### config.mk
export PLATFORM = sky130hd
export DESIGN_NAME = etc_top
export DESIGN_NICKNAME = d
export VERILOG_FILES = /design/src/logic/etc_pkg.sv /design/src/logic/etc_top.sv /design/src/logic/etc_div.sv
export SDC_FILE = /design/constraint.sdc
export NUM_CORES = 2
export LEC_CHECK = 0
export BUFFER_PORTS_ARGS = -buffer_cell sky130_fd_sc_hd__buf_2
export CAP_MARGIN = 15
export CORE_MARGIN = 3
export CORE_UTILIZATION = 48
export CTS_CLUSTER_DIAMETER = 120
export CTS_CLUSTER_SIZE = 25
export DETAILED_ROUTE_END_ITERATION = 10
export HOLD_SLACK_MARGIN = 0.08
export PLACE_DENSITY = 0.72
export SYNTH_ARGS = -nofsm -noshare
export SYNTH_HDL_FRONTEND = slang
export SYNTH_SLANG_ARGS = --single-unit
### constraint.sdc
create_clock -name pclk -period 12.92 [get_ports pclk]
set_input_delay 3.23 -clock pclk [delete_from_list [all_inputs] [get_ports pclk]]
set_output_delay 3.23 -clock pclk [all_outputs]
set_load 0.005 [all_outputs]
### src/logic/etc_pkg.sv
package etc_pkg;
   // ----------------------------------------------------------------
   // Register map, byte addresses on the APB bus.
   // ----------------------------------------------------------------
   localparam logic [7:0]  ETC_OFS_CTRL   = 8'h00;   // Mode, auto enable, start.
   localparam logic [7:0]  ETC_OFS_RAW    = 8'h04;   // Raw multiplier.
   localparam logic [7:0]  ETC_OFS_BASE   = 8'h08;   // Time base in microseconds.
   localparam logic [7:0]  ETC_OFS_ABS    = 8'h0C;   // Absolute exposure in microseconds.
   localparam logic [7:0]  ETC_OFS_AUTO   = 8'h10;   // Auto-adjusted exposure in microseconds.
   localparam logic [7:0]  ETC_OFS_STATUS = 8'h14;   // Busy and activity flags.

   // ----------------------------------------------------------------
   // Field positions and widths.
   // ----------------------------------------------------------------
   localparam int          ETC_VAL_W      = 24;      // Width of every microsecond value.
   localparam int          ETC_CTRL_START = 0;       // Write one to start an exposure.
   localparam int          ETC_CTRL_PULSE = 1;       // Pulse width exposure mode select.
   localparam int          ETC_CTRL_AUTO  = 2;       // Auto exposure enable.
   localparam int          ETC_ST_BUSY    = 0;       // Conversion running.
   localparam int          ETC_ST_EXPO    = 1;       // Exposure in progress.
   localparam int          ETC_ST_AUTO    = 2;       // Auto value in effect.
   localparam int          ETC_ST_SHORT   = 3;       // Duration below variant minimum.

   // ----------------------------------------------------------------
   // Limits and values after reset.
   // ----------------------------------------------------------------
   localparam logic [23:0] ETC_RAW_MIN    = 24'h000001;  // Smallest raw multiplier.
   localparam logic [23:0] ETC_RAW_MAX    = 24'h989680;  // 10000000.
   localparam logic [23:0] ETC_ABS_CEIL   = 24'h989680;  // 10000000 us, reachable on every variant.
   localparam logic [23:0] ETC_MAX_DEF    = 24'h989680;  // Default variant maximum.
   localparam logic [23:0] ETC_MIN_DEF    = 24'h000018;  // Default variant minimum, 24 us.
   localparam logic [23:0] ETC_BASE_RST   = 24'h000014;  // 20 us time base after reset.
   localparam logic [23:0] ETC_RAW_RST    = 24'h000064;  // Raw multiplier after reset.
   localparam logic [23:0] ETC_AUTO_RST   = 24'h000000;  // Auto value after reset.
   localparam logic [23:0] ETC_ABS_RST    = 24'h0007D0;  // Readback after reset, raw times base.

   // ----------------------------------------------------------------
   // Timing.
   // ----------------------------------------------------------------
   localparam int          ETC_CLK_NS     = 40;      // Clock period.
   localparam int          ETC_TICK_NS    = 1000;    // One microsecond.
   localparam int          ETC_TICK_CYC   = (ETC_TICK_NS + ETC_CLK_NS - 1) / ETC_CLK_NS;
   localparam logic [4:0]  ETC_TICK_LAST  = 5'(ETC_TICK_CYC - 1);
   localparam int          ETC_DIV_CYC    = 25;      // Divider steps, one per quotient bit.
endpackage

### src/logic/etc_top.sv
`timescale 1ns/10ps
// Contract
// - Exposure equals raw multiplier times time base.
// - Time base resets to 20 microseconds.
// - Time base programmable in 1 microsecond steps.
// - Absolute value writable in 1 microsecond steps.
// - Absolute write derives raw from current base.
// - Non-multiple absolute rounds to nearest multiple.
// - Raw or base change updates absolute readback.
// - Settable duration capped at variant maximum; raw 1 may reach 10000000 and the sequencer times raw times base uncapped.
// - Raw 1 with base 10000000 gives 10000000.
// - Auto value not restricted to base multiples.
// - Pulse width mode disables auto exposure.
module etc_top
   import etc_pkg::*;
#(
   parameter logic [23:0] MAX_US = ETC_MAX_DEF,   // Variant maximum exposure.
   parameter logic [23:0] MIN_US = ETC_MIN_DEF    // Variant minimum exposure.
)(
   input  wire logic        pclk,          // Clock, 25 MHz.
   input  wire logic        presetn,       // Asynchronous reset, active low.
   input  wire logic        ce,            // Clock enable, freezes all state when low.
   input  wire logic        psel,          // APB select.
   input  wire logic        penable,       // APB access phase.
   input  wire logic        pwrite,        // APB direction.
   input  wire logic [7:0]  paddr,         // APB byte address.
   input  wire logic [31:0] pwdata,        // APB write data.
   output logic [31:0]      prdata,        // APB read data.
   output logic             pready,        // APB ready.
   output logic             pslverr,       // APB error.
   input  wire logic        trigger_pin,   // Exposure trigger from a pin.
   output logic             exposure_active // High while the sensor exposes.
);
   // ----------------------------------------------------------------
   // State declarations.
   // ----------------------------------------------------------------
   logic [23:0] raw_reg;        // Raw multiplier.
   logic [23:0] base_reg;       // Time base in microseconds.
   logic [23:0] abs_reg;        // Effective duration readback.
   logic [23:0] auto_reg;       // Auto-adjusted duration.
   logic        pulse_reg;      // Pulse width exposure mode.
   logic        auto_en_reg;    // Auto exposure requested.
   logic [2:0]  trig_sync;      // Pin synchroniser.
   logic        trig_lvl;       // Filtered trigger level.
   logic        trig_prev;      // Trigger level one cycle ago.
   logic [4:0]  tick_cnt;       // Cycle counter within a microsecond.
   logic        tick;           // One-cycle microsecond strobe.
   logic [23:0] base_cnt;       // Microseconds into current base period.
   logic [23:0] raw_cnt;        // Base periods completed.
   logic        div_start;      // Conversion request.
   logic        div_busy;       // Conversion running.
   logic        div_done;       // Conversion finished.
   logic [24:0] div_quot;       // Rounded quotient.
   logic [24:0] div_num;        // Numerator including half a base.
   logic [23:0] abs_wr;         // Written absolute value after capping.
   logic        acc;            // Access phase completing this edge.
   logic        wr_ok;          // Write takes effect.
   logic        auto_active;    // Auto value in effect.
   logic        start_req;      // Software asked for an exposure.

   typedef enum logic [2:0] {
      ETC_IDLE  = 3'b001,
      ETC_TIMED = 3'b010,
      ETC_PULSE = 3'b100
   } etc_state_type;
   etc_state_type state;        // Exposure sequencer state.

   // ----------------------------------------------------------------
   // Helpers.
   // ----------------------------------------------------------------
   // Saturating product; a single raw step may reach the absolute ceiling
   // even on a variant with a smaller maximum.
   function automatic logic [23:0] etc_product(input logic [23:0] r, input logic [23:0] b,
                                               input logic [23:0] lim);
      logic [47:0] p;
      logic [23:0] cap;
      p   = r * b;
      cap = (r == ETC_RAW_MIN && b > lim) ? ETC_ABS_CEIL : lim;
      if (p > {24'h000000, cap}) begin
         etc_product = cap;
      end else begin
         etc_product = p[23:0];
      end
   endfunction

   // Clamp a value into a closed range.
   function automatic logic [23:0] etc_clamp(input logic [23:0] v, input logic [23:0] lo,
                                             input logic [23:0] hi);
      if (v < lo) begin
         etc_clamp = lo;
      end else if (v > hi) begin
         etc_clamp = hi;
      end else begin
         etc_clamp = v;
      end
   endfunction

   // ----------------------------------------------------------------
   // APB slave.
   // ----------------------------------------------------------------
   assign acc    = psel && penable && pready;
   assign wr_ok  = acc && pwrite && !pslverr;
   assign abs_wr = etc_clamp(pwdata[23:0], ETC_RAW_MIN, MAX_US);
   assign div_num = {1'b0, abs_wr} + {2'b00, base_reg[23:1]};
   assign div_start = wr_ok && paddr == ETC_OFS_ABS;
   assign start_req = wr_ok && paddr == ETC_OFS_CTRL && pwdata[ETC_CTRL_START];

   // Ready rises one cycle into the access phase, so every transfer takes
   // exactly three cycles; the error flag and read data stand with it.
   always_ff @(posedge pclk or negedge presetn) begin
      if (!presetn) begin
         pready  <= 1'b0;
         pslverr <= 1'b0;
         prdata  <= '0;
      end else if (ce) begin
         pready  <= psel && penable && !pready;
         pslverr <= 1'b0;
         prdata  <= '0;
         if (psel && penable && !pready) begin
            if (paddr == ETC_OFS_CTRL) begin
               prdata <= {29'h0, auto_en_reg, pulse_reg, 1'b0};
            end else if (paddr == ETC_OFS_RAW) begin
               prdata <= {8'h00, raw_reg};
            end else if (paddr == ETC_OFS_BASE) begin
               prdata <= {8'h00, base_reg};
            end else if (paddr == ETC_OFS_ABS) begin
               prdata <= {8'h00, abs_reg};
               pslverr <= pwrite && div_busy;   // A second conversion cannot queue.
            end else if (paddr == ETC_OFS_AUTO) begin
               prdata <= {8'h00, auto_reg};
            end else if (paddr == ETC_OFS_STATUS) begin
               prdata <= {28'h0, abs_reg < MIN_US, auto_active, state != ETC_IDLE, div_busy};
               pslverr <= pwrite;
            end else begin
               pslverr <= 1'b1;
            end
         end
      end
   end

   // Control bits.
   always_ff @(posedge pclk or negedge presetn) begin
      if (!presetn) begin
         pulse_reg   <= 1'b0;
         auto_en_reg <= 1'b0;
      end else if (ce && wr_ok && paddr == ETC_OFS_CTRL) begin
         pulse_reg   <= pwdata[ETC_CTRL_PULSE];
         auto_en_reg <= pwdata[ETC_CTRL_AUTO];
      end
   end

   // Auto function forbidden while the trigger width sets the exposure.
   assign auto_active = auto_en_reg && !pulse_reg;

   // Time base; zero would give the divider an all-ones quotient, so it is clamped to one.
   always_ff @(posedge pclk or negedge presetn) begin
      if (!presetn) begin
         base_reg <= ETC_BASE_RST;
      end else if (ce && wr_ok && paddr == ETC_OFS_BASE) begin
         base_reg <= etc_clamp(pwdata[23:0], ETC_RAW_MIN, ETC_ABS_CEIL);
      end
   end

   // Raw multiplier, written directly or by the absolute conversion.
   always_ff @(posedge pclk or negedge presetn) begin
      if (!presetn) begin
         raw_reg <= ETC_RAW_RST;
      end else if (ce) begin
         if (div_done) begin
            raw_reg <= etc_clamp(div_quot[24] ? ETC_RAW_MAX : div_quot[23:0],
                                 ETC_RAW_MIN, ETC_RAW_MAX);
         end else if (wr_ok && paddr == ETC_OFS_RAW) begin
            raw_reg <= etc_clamp(pwdata[23:0], ETC_RAW_MIN, ETC_RAW_MAX);
         end
      end
   end

   // Readback follows the product, so a rounded absolute write reads back
   // as the reachable multiple two cycles after the conversion ends.
   always_ff @(posedge pclk or negedge presetn) begin
      if (!presetn) begin
         abs_reg <= ETC_ABS_RST;
      end else if (ce) begin
         abs_reg <= etc_product(raw_reg, base_reg, MAX_US);
      end
   end

   // Auto value is taken as written, any microsecond value from 1 up to the cap.
   always_ff @(posedge pclk or negedge presetn) begin
      if (!presetn) begin
         auto_reg <= ETC_AUTO_RST;
      end else if (ce && wr_ok && paddr == ETC_OFS_AUTO) begin
         auto_reg <= etc_clamp(pwdata[23:0], ETC_RAW_MIN, MAX_US);
      end
   end

   etc_div u_div (
      .pclk     (pclk),
      .presetn  (presetn),
      .ce       (ce),
      .start    (div_start),
      .dividend (div_num),
      .divisor  (base_reg),
      .busy     (div_busy),
      .done     (div_done),
      .quot     (div_quot)
   );

   // ----------------------------------------------------------------
   // Trigger pin and microsecond tick.
   // ----------------------------------------------------------------
   // Three stages; the level changes only when the last two agree.
   always_ff @(posedge pclk or negedge presetn) begin
      if (!presetn) begin
         trig_sync <= '0;
         trig_lvl  <= 1'b0;
         trig_prev <= 1'b0;
      end else if (ce) begin
         trig_sync <= {trig_sync[1:0], trigger_pin};
         trig_prev <= trig_lvl;
         if (trig_sync[2] == trig_sync[1]) begin
            trig_lvl <= trig_sync[2];
         end
      end
   end

   // Free-running microsecond strobe.
   always_ff @(posedge pclk or negedge presetn) begin
      if (!presetn) begin
         tick_cnt <= '0;
         tick     <= 1'b0;
      end else if (ce) begin
         tick     <= tick_cnt == ETC_TICK_LAST;
         tick_cnt <= (tick_cnt == ETC_TICK_LAST) ? 5'h00 : tick_cnt + 5'h01;
      end
   end

   // ----------------------------------------------------------------
   // Exposure sequencer.
   // ----------------------------------------------------------------
   // Timed exposures count whole base periods; with auto in effect the
   // base is one microsecond and the auto value is the count, so the
   // result need not be a base multiple. A start during an exposure is
   // ignored.
   always_ff @(posedge pclk or negedge presetn) begin
      if (!presetn) begin
         state           <= ETC_IDLE;
         base_cnt        <= '0;
         raw_cnt         <= '0;
         exposure_active <= 1'b0;
      end else if (ce) begin
         case (state)
            ETC_IDLE: begin
               base_cnt <= '0;
               raw_cnt  <= '0;
               if (pulse_reg && trig_lvl && !trig_prev) begin
                  state           <= ETC_PULSE;
                  exposure_active <= 1'b1;
               end else if (!pulse_reg && start_req) begin
                  state           <= ETC_TIMED;
                  exposure_active <= 1'b1;
               end
            end
            ETC_TIMED: begin
               if (tick) begin
                  if (auto_active || base_cnt == base_reg - 24'h000001) begin
                     base_cnt <= '0;
                     raw_cnt  <= raw_cnt + 24'h000001;
                     if (raw_cnt + 24'h000001 >= (auto_active ? auto_reg : raw_reg)) begin
                        state           <= ETC_IDLE;
                        exposure_active <= 1'b0;
                     end
                  end else begin
                     base_cnt <= base_cnt + 24'h000001;
                  end
               end
            end
            ETC_PULSE: begin
               if (!trig_lvl) begin
                  state           <= ETC_IDLE;
                  exposure_active <= 1'b0;
               end
            end
            default: begin
               state           <= ETC_IDLE;
               exposure_active <= 1'b0;
            end
         endcase
      end
   end
endmodule // etc_top

### src/logic/etc_div.sv
`timescale 1ns/10ps
// Restoring divider, one quotient bit per enabled clock.
module etc_div
   import etc_pkg::*;
(
   input  wire logic        pclk,      // Clock.
   input  wire logic        presetn,   // Asynchronous reset, active low.
   input  wire logic        ce,        // Clock enable.
   input  wire logic        start,     // Start pulse.
   input  wire logic [24:0] dividend,  // Numerator.
   input  wire logic [23:0] divisor,   // Denominator, never zero.
   output logic             busy,      // Division running.
   output logic             done,      // One-cycle result pulse.
   output logic [24:0]      quot       // Quotient.
);
   logic [24:0] num_reg;   // Shifting numerator, becomes quotient.
   logic [24:0] rem_reg;   // Partial remainder.
   logic [4:0]  step_reg;  // Steps left.
   logic [24:0] trial;     // Remainder after shift.

   // ----------------------------------------------------------------
   // Iteration.
   // ----------------------------------------------------------------
   assign trial = {rem_reg[23:0], num_reg[24]};
   assign quot  = num_reg;

   // Shift, subtract and keep the bit; the loop is short enough that a
   // combinational divider was not worth its area.
   always_ff @(posedge pclk or negedge presetn) begin
      if (!presetn) begin
         num_reg  <= '0;
         rem_reg  <= '0;
         step_reg <= '0;
         busy     <= 1'b0;
         done     <= 1'b0;
      end else if (ce) begin
         done <= 1'b0;
         if (start && !busy) begin
            num_reg  <= dividend;
            rem_reg  <= '0;
            step_reg <= 5'(ETC_DIV_CYC);
            busy     <= 1'b1;
         end else if (busy) begin
            if (trial >= {1'b0, divisor}) begin
               rem_reg <= trial - {1'b0, divisor};
               num_reg <= {num_reg[23:0], 1'b1};
            end else begin
               rem_reg <= trial;
               num_reg <= {num_reg[23:0], 1'b0};
            end
            step_reg <= step_reg - 5'h01;
            if (step_reg == 5'h01) begin
               busy <= 1'b0;
               done <= 1'b1;
            end
         end
      end
   end
endmodule // etc_div

# Yosys cells after proc, flatten, opt, wreduce, memory -nomap -nowiden
# Cells that the tools add are included.
# W data, S select, Z words.
[word_totals] word_cells=150 mem_count=0 output_inout_bits=35 in_bits=47 mem_bits_rw=0 mem_bits_ro=0 latch_bits=0 register_bits=251
[op_classes] mul=1 reduce_logical=35 n_mux=58 n_addsub=7 n_lt_le_gt_ge=8 div=0 n_eq_ne=18 n_shift=0 n_bitwise=0
[op_table] operator="$mux W24" n=21
[op_table] operator="$pmux W24 S2" n=2
[op_table] operator="$mux W25" n=2
[op_table] operator="$add A24 B1 Y24 const B" n=2
[op_table] operator="$gt A24 B24 Y1 const B" n=2
[op_table] operator="$gt A48 B24 Y1 const B" n=1
[op_table] operator="$lt A24 B1 Y1 const B" n=2
[op_table] operator="$mul A24 B24 Y48" n=1
[op_table] operator="$mux W32" n=1
[op_table] operator="$add A24 B23 Y25" n=1
[op_table] operator="$ge A25 B24 Y1" n=1
[op_table] operator="$eq A24 B24 Y1" n=1
[op_table] operator="$ge A24 B24 Y1" n=1
[op_table] operator="$lt A24 B5 Y1 const B" n=1
[op_table] operator="$sub A24 B1 Y24 const B" n=1
[op_table] operator="$sub A24 B24 Y24" n=1
[op_table] operator="$mux W1" n=20
[op_table] operator="$logic_and A1 B1 Y1" n=19
[op_table] operator="$mux W3" n=6
[op_table] operator="$eq A8 B4 Y1 const B" n=2
[op_table] operator="$eq A8 B5 Y1 const B" n=2
[op_table] operator="$mux W5" n=3
[op_table] operator="$pmux W3 S3" n=1
[op_table] operator="$eq A8 B3 Y1 const B" n=1
[op_table] operator="other kinds (21)" n=32

# Longest topological paths before layout
[depth] depth_word=10 mapped_depth=31 mapped_depth_nobuf=27

# Cells and area by module
# Synthesis repeated with hierarchy kept, for this count alone.
[hier_totals] cells_unflattened=4138 area_unflattened_um2=35870.7
[by_module_without_submodules] mod="etc_top" area_each_um2=31741.7 instances=1 cells_each=3650 seq_area_each_um2=4694.5
[by_module_without_submodules] mod="etc_div" area_each_um2=4129.0 instances=1 cells_each=488 seq_area_each_um2=1401.3

# Least setup slack after synthesis
# Ideal clock, no wire load.
[synth_timing] path_kind="register to register" start="reg base_reg[4]" end="reg abs_reg[12]" t_arrival_ns=7.608 required_ns=12.801 path_slack_ns=5.193 stages_incl_launch_ff=29 path_buffers=4 setup_ns=0.119 path_cell_list="dfstp_2 -> clkbuf_1 -> buf_1 -> nand2_1 -> fa_1 -> inv_1 -> fa_1 -> inv_1 -> fa_1 -> fa_1 -> inv_1 -> fa_1 -> fa_1 -> inv_1 -> fa_1 -> inv_1 -> ha_1 -> clkbuf_1 -> nand2_1 -> o21ai_0 -> o311ai_1 -> a21oi_1 -> a21oi_1 -> o21a_1 -> or3_1 -> a31oi_1 -> buf_2 -> nand4_1 -> o21a_1"
[synth_between] elab_chain_len=3
[synth_lines] item="from (decl)" line_no="etc_top.sv:38" text="logic [23:0] base_reg;"
[synth_lines] item="from (signal assigned)" line_no="etc_top.sv:160" text="base_reg <= etc_clamp(pwdata[23:0], ETC_RAW_MIN, ETC_ABS_CEIL);"
[synth_lines] item="$mul A24 B24 Y48 *" line_no="etc_top.sv:77" text="p = r * b;"
[synth_lines] item="$gt A48 B24 Y1" line_no="etc_top.sv:79" text="if (p > {24'h000000, cap}) begin"
[synth_lines] item="$mux W24 *" line_no="etc_top.sv:79"
[synth_lines] item="to (signal assigned)" line_no="etc_top.sv:184" text="abs_reg <= etc_product(raw_reg, base_reg, MAX_US);"
[synth_lines] item="to (decl)" line_no="etc_top.sv:39" text="logic [23:0] abs_reg;"
# Mark *: on every way between the ends. The rest lies on a longest branch, timed or not.
# A chain may end at the register's enable or synchronous reset.

# Final worst setup path
[layout_timing] start="reg base_reg[10]" end="reg abs_reg[3]"
[layout_between] elab_chain_len=3
[layout_lines] item="$mul A24 B24 Y48" line_no="etc_top.sv:77"
[layout_lines] item="$gt A48 B24 Y1" line_no="etc_top.sv:79"
[layout_lines] item="$mux W24" line_no="etc_top.sv:79"
# No other way between the ends.

==> results by group <==
Outcome
  • Outcome: finished clean

Critical path
  • Worst path arrival time: 9800 ps
  • CP endpoint kind: flop
  • R2r startpoint: base_reg[10]
  • Data required time at the worst endpoint: 13360 ps
  • CP Buf/Inv Count: 4
  • Critical path startpoint category: flop
  • Worst Path Max Fanout: 24
  • Reg2Reg Capture Point: abs_reg[3]
  • CP cell instances: buf_4, nand2_1, fa_1, fa_1, inv_1, fa_1, fa_1, fa_1, fa_1, inv_1, fa_1, inv_1, ha_1, and4_1, nand3_1, nor2_1, o211ai_1, a21o_1, o311ai_0, a31oi_1, nor4_4, nand4_1, o21ai_1
  • Worst R2R Path Depth: 23
  • Crit-path leading delay family: adder cells
  • WS Path Type: reg2reg
  • R2R setup slack: 3550 ps
  • Largest stage delay, worst path: 1020 ps
  • Most frequent CP cell: fa_1
  • Critical Path Slowest Stage Cell: dfrtp_1

Route
  • DRT iter0 DRCs: 2484
  • Vias per Instance: 5.81
  • Vias post-DR: 28600
  • DRT Pass-1 Iters: 8
  • Drt wl/cell: 20.8 microns
  • Overall routed net length: 102 mm
  • DRC errors left: 0
  • ANT nets after route: 0

Timing
  • Hold Vio Cnt, Final: 0
  • RSZ-0062 raised after global routing: false
  • Max Clk Rate: 107 MHz
  • Clock skew: 24.6 ps
  • Slew headroom: 0.161
  • Final setup fails: 0
  • Count of final max-slew check failures: 0
  • Final Critical Period: 9370 ps
  • Worst Tran Pin Value: 1250 ps
  • Final Cycle Share: 0.725
  • Setup TNS: 0 ps

Die
  • Die Ht: 276 microns
  • Starting Density: 0.487
  • DIE AREA: 76400 sq um
  • Area of the core: 72000 sq um
  • IO Count: 82
  • Row count: 98
  • Die W: 276 microns

Global route
  • Pin count of the biggest net entering global routing: 90
  • Vias in the first global route: 29300
  • GRT Util Overall: 0.270
  • Initial antenna violation count: 2
  • First-pass GRT wire length: 165 mm
  • GR Util met2: 0.426
  • GR Util met3: 0.0603
  • Routing usage on met1: 0.372
  • Grt total ovfl: 0
  • Layer with the highest usage: met2

Clocking
  • Clock root buffer: clkbuf_16
  • CTS Hold Bufs: 0
  • Worst-Skew Late Latency: 520 ps
  • # resized after CTS: 0
  • # clock sinks: 243
  • Clock Path Buffers: 3
  • CTS tree: built
  • Total CTS buffers: 13
  • Post-CTS setup buffer count: 0
  • CTS clk-pin slew, worst paths: 110 ps
  • Htree depth: 1

Final layout
  • Max reg flops: 25
  • Final net count: 4751
  • Seq. cell area: 6100 sq um
  • Design Area, Final: 36500 sq um
  • Area Overhead vs Synth: 4.08%
  • Layout cells sized above 1: 0.0521
  • Filler cells: 6740
  • Multi-input logic area: 25600 sq um

Synthesis
  • Netlist Area Pre-Place: 35100 sq um
  • Mapped Cells: 4070
  • Distinct cell type count after synthesis: 86
  • Post-synth EDFFs: 0
  • Ys async rst share: 1.00
  • Synthesized flop and latch total: 243
  • Syn Area/Cell: 8.62 sq um
  • Area leader, netlist: fa_1
  • Ys flop type: dfrtp_1
  • Synth area leaders: fa_1 (28%), dfrtp_1 (16%), ha_1 (9.0%)
  • Yosys warnings: 0
  • Seq/Total Area, Yosys: 0.174
  • Yosys top cell area share: 0.276

Power and ir drop
  • Combinational Power Share: 0.260
  • PD cells: 49.7 nW/um^2
  • Clock share of power: 0.256
  • Internal: 1.15 mW
  • Sw Pwr: 665 uW
  • Leakage Power: 18.2 nW
  • Sw frac: 0.366
  • IR drop worst, VDD: 0.0861 mV
  • Seq pwr share: 0.483

Placement
  • I/O Buffers: 65
  • Instance area after placement: 36100 sq um
  • DP HPWL: 76.4 mm
  • GPL Wtd Cong: 0.961

Hold path
  • Worst hold path type: reg2reg
  • Hold depth: 1
  • Hold Startpoint: prdata[2]
  • Worst hold endpoint: prdata[2]

Run
  • Max-Cap Viols: 0
## cells in the mapped netlist (38+ instances only)
| cell type | n |
|---|---|
| a21o_1 | 50 |
| inv_1 | 646 |
| a21oi_1 | 139 |
| nand4_1 | 55 |
| o21ai_1 | 38 |
| xnor2_1 | 79 |
| and2_1 | 280 |
| ha_1 | 252 |
| nor3_1 | 39 |
| o21ai_0 | 176 |
| xor2_1 | 63 |
| dfrtp_1 | 231 |
| nor2_1 | 191 |
| fa_1 | 484 |
| nand2_1 | 513 |
| nand3_1 | 53 |
| clkbuf_1 | 211 |
## worst register-to-register path: cells and delay by family, from the launching register on
family                   cells  cell delay (ps)
AND/OR/NAND/NOR              6             2150
AO/OA/AOI/OAI                5             1400
flip-flops                   1             1020
adder cells (fa/ha/maj)      8             4090
buffers and inverters        4              590
## how the worst max path moves through the flow
stage | from | endpoint | slack (ps) | depth (start not counted)
after CTS | base_reg[10] | abs_reg[15] | 3630 | 23
final | base_reg[10] | abs_reg[3] | 3550 | 23
after floorplan | base_reg[4] | abs_reg[12] | 5190 | 28
after global routing | base_reg[10] | abs_reg[15] | 3060 | 23
after global placement | base_reg[10] | abs_reg[15] | 3720 | 25
after detailed placement | base_reg[10] | abs_reg[15] | 3720 | 23
## metrics by stage
step | setup slack, ps | utilization | total power, mW | std cells | hold WS, ps
after CTS | 3630 | 0.507 | 1.81 | 4925 | 492
final | 3550 | 0.507 | 1.82 | 4926 | 498
after global placement | 3720 | 0.502 | 1.34 | 4903 | 468
after detailed placement | 3720 | 0.502 | 1.35 | 4903 | 468
after global routing | 3060 | 0.507 | 1.90 | 4925 | 519
after floorplan | 5190 | - | 1.16 | 4077 | 449
## metal layers
layer	up-vias	share of wire
li1	12900	-
met1	14300	0.41
met2	1246	0.45
met3	223	0.097
met4	0	0.039
met5	-	0
## cell type report
cell class,count,area share
diodes,1,0.0000685
repair buffers,128,0.0221
well taps,950,0.0326
multi-input cells,2935,0.702
clock inverters,2,0.000480
flip-flops and latches,243,0.167
clock buffers,20,0.00963
inverters,647,0.0665
## power by group through the flow
| stage | clock, mW | combinational, mW | sequential, mW |
|---|---|---|---|
| final | 0.466 | 0.472 | 0.877 |
| after global routing | 0.500 | 0.518 | 0.882 |
| after CTS | 0.470 | 0.463 | 0.875 |
| after detailed placement | 0 | 0.461 | 0.889 |
| after global placement | 0 | 0.453 | 0.888 |
| after floorplan | 0 | 0.312 | 0.845 |
## kinds of logic after synthesis
kind of cell	share of synthesized area
compound gates	0.134
xor+xnor	0.0355
fa+ha+maj	0.366
buf+inv	0.0984
flops	0.174
mux	0.0154
other cells	0.000107
simple gates	0.177
## layout by cell type (no fill, tap or decap), types with 14 or more instances in the layout
cell	count
a21o_1	50
o31ai_1	15
nor2b_1	31
buf_2	64
o21ai_1	37
nand2b_1	15
buf_4	63
nand3_1	53
and2_1	280
o32ai_1	20
o21a_1	34
o21ai_0	176
a22oi_1	34
fa_1	484
nand2_1	513
ha_1	252
a22o_1	14
o22ai_1	28
and3_1	30
nor4_1	22
nand4_1	55
inv_1	646
mux2i_1	36
a221oi_1	25
xnor2_1	79
a211oi_1	17
a21oi_1	139
a31oi_1	25
xor2_1	63
nor3_1	38
dfrtp_1	228
nor2_1	189
No activity file was read; power rests on OpenSTA's default activity.
